===== src/tso_params.svh =====
/*
 * Offsets, field positions, reset values and timing counts of the
 * 16-bit timer with square-wave and one-shot pulse output.
 * Assumes an APB slave with byte addresses and 32-bit data.
 */
`ifndef TSO_PARAMS_SVH
`define TSO_PARAMS_SVH

// ****************************************************************
// Register offsets
// ****************************************************************
`define TSO_OFF_MODE    8'h00
`define TSO_OFF_CAPCMP  8'h04
`define TSO_OFF_OUTCTL  8'h08
`define TSO_OFF_PRESC   8'h0C
`define TSO_OFF_COUNT   8'h10
`define TSO_OFF_CMPA    8'h14
`define TSO_OFF_CMPB    8'h18
`define TSO_OFF_STATUS  8'h1C

// ****************************************************************
// Field positions
// ****************************************************************
`define TSO_MODE_LO     2
`define TSO_MODE_HI     3
`define TSO_CC_A_CAP    0
`define TSO_CC_B_CAP    2
`define TSO_OC_OE       0
`define TSO_OC_TOG      1
`define TSO_OC_OS_EN    4
`define TSO_OC_EXT_EN   5
`define TSO_OC_SW_TRIG  6
`define TSO_PR_DIV_LO   0
`define TSO_PR_DIV_HI   1
`define TSO_PR_ES_LO    4
`define TSO_PR_ES_HI    5
`define TSO_ST_MATCH_A  0
`define TSO_ST_MATCH_B  1
`define TSO_ST_OVF      2
`define TSO_ST_ACTIVE   3

// ****************************************************************
// Reset values and timing
// ****************************************************************
`define TSO_RST_COUNT   16'h0000
`define TSO_RST_CMP     16'h0000
`define TSO_CNT_MAX     16'hFFFF
`define TSO_DIV_W       4

`endif


===== src/tso_pkg.sv =====
/*
 * Types shared by the timer and its trigger edge detector.
 * Assumes tso_params.svh supplies the widths.
 */
`include "tso_params.svh"

package tso_pkg;

    typedef enum logic [1:0] {
        TSO_STOP      = 2'b00,
        TSO_FREE      = 2'b01,
        TSO_TRIG_CLR  = 2'b10,
        TSO_MATCH_CLR = 2'b11
    } tso_mode_t;

    typedef enum logic [1:0] {
        TSO_EDGE_FALL = 2'b00,
        TSO_EDGE_RISE = 2'b01,
        TSO_EDGE_NONE = 2'b10,
        TSO_EDGE_BOTH = 2'b11
    } tso_edge_t;

    typedef struct packed {
        tso_mode_t              mode;
        logic                   a_cap;
        logic                   b_cap;
        logic                   oe;
        logic                   tog;
        logic                   os_en;
        logic                   ext_en;
        logic [1:0]             div_sel;
        tso_edge_t              edge_sel;
        logic [15:0]            count;
        logic [15:0]            cmp_a;
        logic [15:0]            cmp_b;
        logic [`TSO_DIV_W-1:0]  div;
        logic                   flag_a;
        logic                   flag_b;
        logic                   ovf;
        logic                   active;
        logic                   out;
        logic                   irq_a;
        logic                   irq_b;
        logic [31:0]            rdata;
    } tso_state_t;

    typedef struct packed {
        logic [1:0] smp;
        logic       level;
        logic       edge_p;
    } tso_det_t;

endpackage


===== src/tso_trig_if.sv =====
/*
 * Carrier between the timer core and its trigger edge detector.
 * Assumes both ends share pclk.
 */
interface tso_trig_if;
    logic                cnt_en;
    logic                trig_in;
    logic                running;
    tso_pkg::tso_edge_t  edge_sel;
    logic                valid_edge;

    modport ctrl (
        output cnt_en,
        output trig_in,
        output running,
        output edge_sel,
        input  valid_edge
    );

    modport det (
        input  cnt_en,
        input  trig_in,
        input  running,
        input  edge_sel,
        output valid_edge
    );
endinterface


===== src/tso_trig_edge.sv =====
/*
 * Trigger input edge detector with a two-sample noise filter.
 * Assumes the trigger pin is synchronous to pclk and that cnt_en
 * is the one-cycle count clock enable.
 */
`include "tso_params.svh"

module tso_trig_edge (
    // Clock and reset
    input  wire logic  pclk,
    input  wire logic  presetn,
    // Core side
    tso_trig_if.det    bus
);

    tso_pkg::tso_det_t q;
    tso_pkg::tso_det_t d;

    // ****************************************************************
    // Filter and edge select
    // ****************************************************************
    // A level counts only after two equal samples on the count
    // clock, so pulses shorter than one count period are lost.
    always_comb begin
        d = q;
        d.edge_p = 1'b0;
        if (bus.cnt_en) begin
            d.smp = {q.smp[0], bus.trig_in};
            if (q.smp[1] == q.smp[0] && q.smp[0] != q.level) begin
                d.level = q.smp[0];
                unique case (bus.edge_sel)
                    tso_pkg::TSO_EDGE_FALL: d.edge_p = ~q.smp[0];
                    tso_pkg::TSO_EDGE_RISE: d.edge_p = q.smp[0];
                    tso_pkg::TSO_EDGE_NONE: d.edge_p = 1'b0;
                    tso_pkg::TSO_EDGE_BOTH: d.edge_p = 1'b1;
                endcase
            end
        end
    end

    always_ff @(posedge pclk or negedge presetn) begin
        if (!presetn) begin
            q <= '0;
        end else begin
            q <= d;
        end
    end

    assign bus.valid_edge = q.edge_p & bus.running;

    chk_rise_edge_seen: assert property (
        @(posedge pclk) disable iff (!presetn)
        bus.cnt_en && bus.running && q.smp == 2'b11 && !q.level &&
        bus.edge_sel == tso_pkg::TSO_EDGE_RISE |=> bus.valid_edge
    ) else $error("rising trigger edge not reported");

endmodule


===== src/tso_timer.sv =====
/*
 * 16-bit timer with input capture, square-wave output and one-shot
 * pulse output by software or trigger pin, as an APB slave.
 * Assumes a zero-wait APB master and pins synchronous to pclk.
 */
`include "tso_params.svh"

module tso_timer (
    // APB slave
    input  wire logic         pclk,
    input  wire logic         presetn,
    input  wire logic         psel,
    input  wire logic         penable,
    input  wire logic         pwrite,
    input  wire logic [7:0]   paddr,
    input  wire logic [31:0]  pwdata,
    output logic [31:0]       prdata,
    output logic              pready,
    output logic              pslverr,
    // Pins
    input  wire logic         trigger_input,
    output logic              timer_output,
    // Match requests
    output logic              match_a_irq,
    output logic              match_b_irq
);

    tso_pkg::tso_state_t s_q;
    tso_pkg::tso_state_t s_d;
    tso_trig_if          trig_if ();

    logic                  setup;
    logic                  wr;
    logic                  mapped;
    logic                  running;
    logic [`TSO_DIV_W-1:0] div_mask;
    logic                  tick;
    logic                  ext_os;
    logic                  a_cap_eff;
    logic                  b_cap_eff;
    logic                  match_a;
    logic                  match_b;
    logic [15:0]           lo;
    logic [15:0]           hi;
    logic                  valid_edge;
    logic                  trig_clear;
    logic                  sw_trig;
    logic [31:0]           rd_val;

    // ****************************************************************
    // Bus decode
    // ****************************************************************
    assign setup   = psel & ~penable;
    assign wr      = psel & penable & pwrite;
    assign mapped  = (paddr[1:0] == 2'h0) && (paddr[7:5] == 3'h0);
    assign pready  = psel & penable;
    assign pslverr = psel & penable & ~mapped;
    assign sw_trig = wr && mapped && paddr == `TSO_OFF_OUTCTL &&
                     pwdata[`TSO_OC_SW_TRIG];

    // ****************************************************************
    // Count clock and match detection
    // ****************************************************************
    // The divider runs free, so a start lands anywhere in a count
    // period and the first match may come up to one period late.
    assign running  = s_q.mode != tso_pkg::TSO_STOP;
    assign div_mask = `TSO_DIV_W'((5'h02 << s_q.div_sel) - 5'h01);
    assign tick     = running && ((s_q.div & div_mask) == div_mask);

    // External one-shot keeps both registers in compare use
    assign ext_os    = s_q.os_en && s_q.ext_en &&
                       s_q.mode == tso_pkg::TSO_TRIG_CLR;
    assign a_cap_eff = s_q.a_cap & ~ext_os;
    assign b_cap_eff = s_q.b_cap & ~ext_os;

    assign match_a = tick && !a_cap_eff && s_q.count == s_q.cmp_a;
    assign match_b = tick && !b_cap_eff && s_q.count == s_q.cmp_b;

    // The earlier compare value opens the pulse, the later closes it
    assign lo = (s_q.cmp_b < s_q.cmp_a) ? s_q.cmp_b : s_q.cmp_a;
    assign hi = (s_q.cmp_b < s_q.cmp_a) ? s_q.cmp_a : s_q.cmp_b;

    // ****************************************************************
    // Trigger input
    // ****************************************************************
    assign trig_if.cnt_en   = tick;
    assign trig_if.trig_in  = trigger_input;
    assign trig_if.running  = running;
    assign trig_if.edge_sel = s_q.edge_sel;
    assign valid_edge       = trig_if.valid_edge;

    tso_trig_edge u_det (
        .pclk    (pclk),
        .presetn (presetn),
        .bus     (trig_if.det)
    );

    // Edges during an external pulse are dropped, not queued
    assign trig_clear = valid_edge &&
                        s_q.mode == tso_pkg::TSO_TRIG_CLR &&
                        !(ext_os && s_q.active);

    // ****************************************************************
    // Read mux
    // ****************************************************************
    always_comb begin
        rd_val = '0;
        case (paddr)
            `TSO_OFF_MODE: begin
                rd_val[`TSO_MODE_HI:`TSO_MODE_LO] = s_q.mode;
            end
            `TSO_OFF_CAPCMP: begin
                rd_val[`TSO_CC_A_CAP] = s_q.a_cap;
                rd_val[`TSO_CC_B_CAP] = s_q.b_cap;
            end
            `TSO_OFF_OUTCTL: begin
                rd_val[`TSO_OC_OE]     = s_q.oe;
                rd_val[`TSO_OC_TOG]    = s_q.tog;
                rd_val[`TSO_OC_OS_EN]  = s_q.os_en;
                rd_val[`TSO_OC_EXT_EN] = s_q.ext_en;
            end
            `TSO_OFF_PRESC: begin
                rd_val[`TSO_PR_DIV_HI:`TSO_PR_DIV_LO] = s_q.div_sel;
                rd_val[`TSO_PR_ES_HI:`TSO_PR_ES_LO]   = s_q.edge_sel;
            end
            `TSO_OFF_COUNT:  rd_val[15:0] = s_q.count;
            `TSO_OFF_CMPA:   rd_val[15:0] = s_q.cmp_a;
            `TSO_OFF_CMPB:   rd_val[15:0] = s_q.cmp_b;
            `TSO_OFF_STATUS: begin
                rd_val[`TSO_ST_MATCH_A] = s_q.flag_a;
                rd_val[`TSO_ST_MATCH_B] = s_q.flag_b;
                rd_val[`TSO_ST_OVF]     = s_q.ovf;
                rd_val[`TSO_ST_ACTIVE]  = s_q.active;
            end
            default: rd_val = '0;
        endcase
    end

    // ****************************************************************
    // Next state
    // ****************************************************************
    always_comb begin
        s_d = s_q;
        s_d.irq_a = 1'b0;
        s_d.irq_b = 1'b0;
        s_d.div = s_q.div + `TSO_DIV_W'(1);

        // Equality only, so a compare below the count waits for wrap
        if (tick) begin
            if (match_a && (s_q.mode == tso_pkg::TSO_MATCH_CLR)) begin
                s_d.count = `TSO_RST_COUNT;
            end else begin
                s_d.count = s_q.count + 16'h0001;
            end
        end

        if (match_a && s_q.tog && !s_q.os_en) begin
            s_d.out = ~s_q.out;
        end

        if (s_q.active && tick && s_q.count == lo) begin
            s_d.out = 1'b1;
        end
        if (s_q.active && tick && s_q.count == hi) begin
            s_d.out = 1'b0;
            s_d.active = 1'b0;
        end

        if (trig_clear) begin
            s_d.count = `TSO_RST_COUNT;
            s_d.active = ext_os;
            s_d.out = ext_os ? 1'b0 : s_d.out;
        end

        if (valid_edge && b_cap_eff) begin
            // Capture beats a CMPB write in the same cycle
            s_d.cmp_b = s_q.count;
        end

        if (wr && mapped) begin
            case (paddr)
                `TSO_OFF_MODE: begin
                    s_d.mode = tso_pkg::tso_mode_t'(
                        pwdata[`TSO_MODE_HI:`TSO_MODE_LO]);
                    if (s_d.mode == tso_pkg::TSO_STOP) begin
                        s_d.count = `TSO_RST_COUNT;
                        s_d.active = 1'b0;
                    end else if (!running) begin
                        s_d.count = `TSO_RST_COUNT;
                    end
                end
                `TSO_OFF_CAPCMP: begin
                    s_d.a_cap = pwdata[`TSO_CC_A_CAP];
                    s_d.b_cap = pwdata[`TSO_CC_B_CAP];
                end
                `TSO_OFF_OUTCTL: begin
                    s_d.oe     = pwdata[`TSO_OC_OE];
                    s_d.tog    = pwdata[`TSO_OC_TOG];
                    s_d.os_en  = pwdata[`TSO_OC_OS_EN];
                    s_d.ext_en = pwdata[`TSO_OC_EXT_EN];
                    if (sw_trig) begin
                        s_d.count = `TSO_RST_COUNT;
                        s_d.active = 1'b1;
                        s_d.out = 1'b0;
                    end
                end
                `TSO_OFF_PRESC: begin
                    s_d.div_sel = pwdata[`TSO_PR_DIV_HI:`TSO_PR_DIV_LO];
                    s_d.edge_sel = tso_pkg::tso_edge_t'(
                        pwdata[`TSO_PR_ES_HI:`TSO_PR_ES_LO]);
                end
                `TSO_OFF_CMPA: s_d.cmp_a = pwdata[15:0];
                `TSO_OFF_CMPB: begin
                    if (!(valid_edge && b_cap_eff)) begin
                        s_d.cmp_b = pwdata[15:0];
                    end
                end
                `TSO_OFF_STATUS: begin
                    s_d.flag_a = s_q.flag_a & ~pwdata[`TSO_ST_MATCH_A];
                    s_d.flag_b = s_q.flag_b & ~pwdata[`TSO_ST_MATCH_B];
                    s_d.ovf    = s_q.ovf & ~pwdata[`TSO_ST_OVF];
                end
                default: s_d.mode = s_q.mode;
            endcase
        end

        // Hardware sets come after the clear so a same-cycle event wins
        if (match_a) begin
            s_d.flag_a = 1'b1;
            s_d.irq_a = 1'b1;
        end
        if (match_b || (valid_edge && b_cap_eff)) begin
            s_d.flag_b = 1'b1;
            s_d.irq_b = 1'b1;
        end
        if (tick && s_q.count == `TSO_CNT_MAX && s_d.count == 16'h0000) begin
            s_d.ovf = 1'b1;
        end

        s_d.out = s_d.out & s_d.oe;

        if (setup && !pwrite) begin
            s_d.rdata = rd_val;
        end
    end

    always_ff @(posedge pclk or negedge presetn) begin
        if (!presetn) begin
            s_q <= '0;
        end else begin
            s_q <= s_d;
        end
    end

    assign prdata       = s_q.rdata;
    assign timer_output = s_q.out;
    assign match_a_irq  = s_q.irq_a;
    assign match_b_irq  = s_q.irq_b;

    // ****************************************************************
    // Checks
    // ****************************************************************
    chk_square_toggle: assert property (
        @(posedge pclk) disable iff (!presetn)
        match_a && s_q.oe && s_q.tog && !s_q.os_en && !wr
        |=> timer_output != $past(timer_output)
    ) else $error("square wave did not toggle on match");

    chk_sw_trig_start: assert property (
        @(posedge pclk) disable iff (!presetn)
        sw_trig |=> s_q.count == 16'h0000 && s_q.active
    ) else $error("software trigger did not clear and arm");

    chk_pulse_open: assert property (
        @(posedge pclk) disable iff (!presetn)
        s_q.active && s_q.oe && tick && s_q.count == lo && lo != hi &&
        !wr && !trig_clear |=> timer_output
    ) else $error("one-shot output not active at first compare");

    chk_pulse_close: assert property (
        @(posedge pclk) disable iff (!presetn)
        s_q.active && tick && s_q.count == hi && !wr && !trig_clear
        |=> !timer_output && !s_q.active
    ) else $error("one-shot output not ended at second compare");

    chk_stop_halts: assert property (
        @(posedge pclk) disable iff (!presetn)
        s_q.mode == tso_pkg::TSO_STOP && !wr
        |=> s_q.count == $past(s_q.count)
    ) else $error("counter moved while stopped");

    chk_ext_ignore: assert property (
        @(posedge pclk) disable iff (!presetn)
        ext_os && s_q.active && valid_edge && !tick && !wr
        |=> s_q.count == $past(s_q.count)
    ) else $error("trigger edge restarted an active pulse");

    chk_start_clear: assert property (
        @(posedge pclk) disable iff (!presetn)
        wr && paddr == `TSO_OFF_MODE && !running &&
        pwdata[`TSO_MODE_HI:`TSO_MODE_LO] != 2'h0
        |=> s_q.count == 16'h0000 ##[1:16] s_q.count == 16'h0001
    ) else $error("counter did not start from zero");

    chk_wrap_zero: assert property (
        @(posedge pclk) disable iff (!presetn)
        tick && s_q.count == 16'hFFFF && !wr && !trig_clear
        |=> s_q.count == 16'h0000 && s_q.ovf
    ) else $error("counter did not wrap past maximum");

    chk_capture_flag: assert property (
        @(posedge pclk) disable iff (!presetn)
        valid_edge && b_cap_eff |=> s_q.flag_b && match_b_irq
    ) else $error("capture did not raise match B request");

    chk_match_clear: assert property (
        @(posedge pclk) disable iff (!presetn)
        match_a && s_q.mode == tso_pkg::TSO_MATCH_CLR && !wr &&
        !trig_clear |=> s_q.count == 16'h0000 && match_a_irq
    ) else $error("match A did not clear and request");

    chk_match_b_req: assert property (
        @(posedge pclk) disable iff (!presetn)
        match_b |=> match_b_irq ##1 !match_b_irq
    ) else $error("match B request not a single pulse");

endmodule


===== config.mk =====
export PLATFORM = sky130hd
export DESIGN_NAME = tso_timer
export DESIGN_NICKNAME = d
export VERILOG_FILES = /design/src/tso_pkg.sv /design/src/tso_trig_if.sv /design/src/tso_trig_edge.sv /design/src/tso_timer.sv
export VERILOG_INCLUDE_DIRS = /design/src
export SDC_FILE = /design/constraint.sdc
export NUM_CORES = 1
export LEC_CHECK = 0
export BUFFER_PORTS_ARGS = -buffer_cell sky130_fd_sc_hd__buf_2
export CORE_ASPECT_RATIO = 2
export CORE_MARGIN = 5
export CORE_UTILIZATION = 40
export DETAILED_ROUTE_END_ITERATION = 7
export MAX_ROUTING_LAYER = met4
export PLACE_DENSITY_LB_ADDON = 0.12
export SLEW_MARGIN = 20
export SYNTH_ARGS = -nofsm -noshare
export SYNTH_HDL_FRONTEND = slang
export SYNTH_HIERARCHICAL = 1
export SYNTH_SLANG_ARGS = --single-unit
export TNS_END_PERCENT = 30

===== constraint.sdc =====
create_clock -name pclk -period 3.5 [get_ports pclk]
set_clock_uncertainty 0.2 [all_clocks]
set_input_delay 0.175 -clock pclk [delete_from_list [all_inputs] [get_ports pclk]]
set_output_delay 0.175 -clock pclk [all_outputs]
set_load 0.05 [all_outputs]

-- Yosys cells after proc, flatten, opt, wreduce, memory -nomap -nowiden
Cells that the tools add are included.
- multiplexer cells: 41
- add/subtract/negate cells: 3
- reduce and logical (&&, ||, !) cells: 53
- div/mod/pow operators: 0
- multiply operators: 0
- equality and inequality tests: 20
- shifts and indexed selects: 1
- magnitude comparators: 1
- bitwise operators: 20
- operators by type and width (kind ; count):
    $mux 16 ; 12
    $eq 16x16->1 ; 4
    $mux 56 ; 1
    $eq 8x5->1 const B ; 4
    $pmux 16 s2 ; 1
    $pmux 10 s3 ; 1
    $logic_and 1x1->1 ; 25
    $reduce_and 2->1 ; 9
    $add 16x1->16 const B ; 1
    $eq 16x16->1 const B ; 1
    $eq 8x4->1 const B ; 2
    $logic_not 16->1 ; 1
    $lt 16x16->1 ; 1
    $reduce_bool 2->1 ; 7
    $mux 1 ; 12
    $pmux 1 s6 ; 2
    $and 1x1->1 ; 11
    $pmux 2 s5 ; 1
    $eq 2x2->1 const B ; 4
    $eq 8x3->1 const B ; 1
    $logic_not 8->1 ; 1
    $mux 4 ; 2
    $not 1->1 ; 8
    $pmux 1 s7 ; 1
    18 further kinds ; 26
- memories: 0
- word-level logic and storage cells: 163
- latch bits: 0
- register bits: 91
- memory bits (writable): 0
- bits of input ports: 46
- ROM bits: 0
- output and inout port bits: 37

-- Logic depth before layout (Yosys ltp)
- depth after elaboration: 19
- gate-level depth with buffers: 10
- gate-level depth less buffers: 10

-- Cells and area by module
The synthesis kept the hierarchy.
- modules (own cells, without submodules) (module ; sequential area each (um2) ; instances ; area each (um2) ; cells an instance):
    tso_timer ; 2177.1 ; 1 ; 5519.0 ; 592
    tso_trig_edge ; 100.1 ; 1 ; 185.2 ; 16

-- Worst setup path after synthesis
OpenSTA, ideal clock, no wires.
- path type: register to register
- start: reg s_q[58] in the netlist's numbering
- end: reg s_q, in the netlist timer_output
- stages on the path, launching flop included: 10
- slack: 1133 ps
- setup time: 122 ps
- data required time: 3178 ps
- path buffers: 0
- arrival time: 2045 ps
- period minus slack after synthesis: 2367 ps
- path through: dfrtp_1 -> ha_1 -> nand4_1 -> nor3_2 -> o21ai_0 -> nand3_4 -> mux2i_1 -> a221oi_2 -> o2111a_1 -> a21boi_2
- RTL lines (element ; line ; RTL):
    start: declaration ; tso_timer.sv:28 ; tso_pkg::tso_state_t s_q;
    start signal: assignment ; tso_timer.sv:249 ; s_q <= '0;
    start signal: assignment ; tso_timer.sv:251 ; s_q <= s_d;

==> metrics.md <==
| Metric | Value |
|---|---|
| Gpl congestion | 0.8769 |
| First-pass GRT wire length | 25,140 µm |
| Fin crit period | approximately 2700 ps |
| Synth Area per Inst | around 9.4 µm² |
| Diodes inserted | 0 |
| Number of synthesized flops with an enable pin | 0 |
| Synth top area cells | dfrtp_1 (40%), mux2_2 (7.5%), buf_4 (4.2%) |
| Relative slew margins | 0.3763 |
| CTS buffer count | 9 |
| Cell with the most instances after synthesis | dfrtp_1 |
| CTS tree | yes |
| Vias in the first global route | ~4,500 |
| Largest net degree at the start of global routing | between 70 and 80 |
| CP Launch Type | register |
| VDD IR max | 0.2416 mV |
| Core area | roughly 14,000 µm² |
| Fin. max-slew vios | 0 |
| Min-Delay Endpoint | prdata[8] |
| Fin area | between 6000 and 7000 µm² |
| Max-Cap Viols | 0 |
| Max Fanout on Critical Path | 10 |
| DRT Wirelength | roughly 16,000 µm |
| Starting density of the core | 0.4084 |
| Final setup viols | 0 |
| Largest family of logic cells by synthesized area | simple AND/OR/NAND/NOR gates |
| Worst skew pair latency | about 350 ps |
| Mux share of post-synthesis cell area | 0.1119 |
| Critical R2R Launch | s_q[72] |
| H-tree depth | 3 |
| Post-cts resize count | 0 |
| Routed len/inst | 19.33 µm |
| DR vias | between 4,000 and 5,000 |
| Synthesized-area fraction occupied by adder cells | 0.03729 |
| #FFs+latches synth | 91 |
| Power Density | 384.0 nW/µm² |
| Final hold slack | ~160 ps |
| RSZ-0062 raised after global routing | no |
| CP required | between 3000 and 4000 ps |
| Hold path startpoint | penable |
| Die Ht | between 150 and 200 µm |
| Worst-Margin Slew | about 940 ps |
| # rows | about 60 |
| Status | finished clean |
| Root Driver | clkbuf_16 |
| Compound-gate portion of the synthesized area | 0.1263 |
| Layout area overhead | 12.83% |
| Seq/Total Area, Yosys | 0.3992 |
| R2R cell count | 10 |
| Share of cells above drive strength 1 | 0.1985 |
| Synth Instances | just over 600 |
| Layout Nets | 709 |
| Reg-to-reg setup timing slack | between 700 and 800 ps |
| Hold path depth | 4 |
| Crit share post-route | 0.7798 |
| Drt pass-1 iters | 4 |
| Post-synth top flop | dfrtp_1 |
| Hpwl dp | 12,420 µm |
| IO buf count | 50 |
| Vias per inst | 5.298 |
| Hold Vio Cnt, Final | 0 |
| Biggest area consumer among synthesized cells | dfrtp_1 |
| Post-route DRC violation count | 0 |
| Initial antenna violation count | 0 |
| Total track usage | 0.2062 |
| Synth unique cells | 60 |
| Most instantiated cells after synthesis | dfrtp_1 (91), nor2_1 (57), nand2_1 (52), mux2_2 (38), buf_4 (32) |
| Yosys top cell area share | 0.3992 |
| Max Clk Rate | around 370 MHz |
| Setup total negative slack | 0 ps |
| Clock tree buffer depth | 2 |
| Area after DPL | 5947 µm² |
| Synth Area in Simple Gates | 0.1531 |
| CP arrival | 2800 ps |
| Clk sinks | 91 |
| Post-route ant nets | 0 |
| LEAKAGE | 2.824 nW |
| Multi-input logic area | a little under 3000 µm² |
| Clock transition at path regs | approximately 70 ps |
| Syn. warnings | 6 |
| Die width | between 90 and 100 µm |
| Setup CP Type | reg2reg |
| Register Area | approximately 2300 µm² |
| Hold/Removal Path Class | in2reg |
| Fill cells | ~1,400 |
| Mapped Area | about 5700 µm² |
| XOR/XNOR share of the synthesized area | 0.08138 |
| Top Ports | 83 |
| Ys async rst share | 1.000 |
| CP endpoint kind | register |
| Congestion Overflow GR | 0 |
| Initial DRC Count | between 200 and 300 |
| Total Die Area | ~17,000 µm² |
| Worst reg2reg endpoint | timer_output |
area by class of cell:
| cell class | instances | share of cell area |
|---|---|---|
| clock inverter | 4 | 0.01186 |
| tap | 189 | 0.03674 |
| inverter | 27 | 0.01575 |
| timing repair buffer | 82 | 0.08359 |
| clock buffer | 11 | 0.03616 |
| sequential | 91 | 0.3538 |
| multi-input combinational | 435 | 0.4621 |
flip-flops by register name, summed over array words and instances, names as in the netlist:
| name | cells |
|---|---|
| u_det/q | 4 |
| match_b_irq | 1 |
| prdata | 16 |
| match_a_irq | 1 |
| timer_output | 1 |
| trig_if.edge_sel | 2 |
| s_q | 66 |
what timing repair did:
| item | CTS | global route |
|---|---|---|
| buffers inserted | 0 | 0 |
| hold buffers | 18 | 0 |
| hold endpoints to repair | 112 | 0 |
worst max path at each step:
stage,from,end,cells past startpoint
finish,s_q[72],timer_output,10
global route,s_q[65],timer_output,10
CTS,s_q[72],timer_output,10
detailed placement,s_q[72],timer_output,10
global placement,s_q[72],timer_output,10
floorplan,s_q[58],timer_output,9
per-layer routing:
layer  track usage  share of wire  up-vias
met1        0.2077           0.35     2165
met5             -              0        -
met3       0.02268          0.026       45
met2        0.3716           0.55       96
li1              -              -     2139
met4        0.1302          0.067        0
per-stage QoR:
step | setup WS [ps] | total power, mW | std cells | utilization
2_1_floorplan | 1133 | 1.399 | 623 | -
3_3_place_gp | 821.4 | 1.442 | 806 | 0.4258
3_5_place_dp | 763.2 | 1.446 | 806 | 0.4258
4_1_cts | 726.3 | 2.508 | 839 | 0.4608
5_1_grt | 528.9 | 2.574 | 839 | 0.4608
6_report | 770.6 | 2.471 | 839 | 0.4608
worst max-delay path: stages (launching register included):
cell	delay, ps
dfrtp_1	450
inv_1	70
ha_1	310
nand4_1	130
nor3_2	270
o311ai_2	180
nand3_4	200
o2111ai_1	170
a221oi_2	300
o2111a_1	220
a21boi_2	150
cells by family (layout without fill, tap and decap cells):
| group | after synthesis | after routing |
|---|---|---|
| AO/OA/AOI/OAI | 111 | 111 |
| XOR/XNOR | 53 | 53 |
| adder cells (fa/ha/maj) | 17 | 17 |
| buffers and inverters | 97 | 124 |
| flip-flops | 91 | 91 |
| multiplexers | 59 | 59 |
| other | 1 | 16 |
| AND/OR/NAND/NOR | 179 | 179 |
layout by cell type, fill, tap and decap left out, types with 3 or more instances in the layout:
cell and count:
buf_2 49, ha_1 17, buf_4 15, a21o_1 3, xnor2_1 27, nand3_1 11
a22oi_1 13, inv_1 27, nand2b_1 3, dfrtp_1 91, o21ai_0 28, and2_1 9
nor4_1 3, nor3_1 6, conb_1 16, nand4_1 12, xor2_1 26, nor2_2 3
mux2_2 38, nand2_1 52, a31oi_1 10, nand3b_1 3, dlygate4sd3_1 18, mux2i_1 21
clkbuf_16 9, a22o_1 3, a21oi_1 31, nor2_1 57, and3_1 5
power breakdown:
group | total, mW | switching (mW) | leakage (nW) | internal (mW)
combinational | 0.333 | 0.247 | 1.62 | 0.0861
sequential | 1.10 | 0.0214 | 1.06 | 1.08
clock | 1.03 | 0.409 | 0.146 | 0.624
No activity file was read; power rests on OpenSTA's default activity.
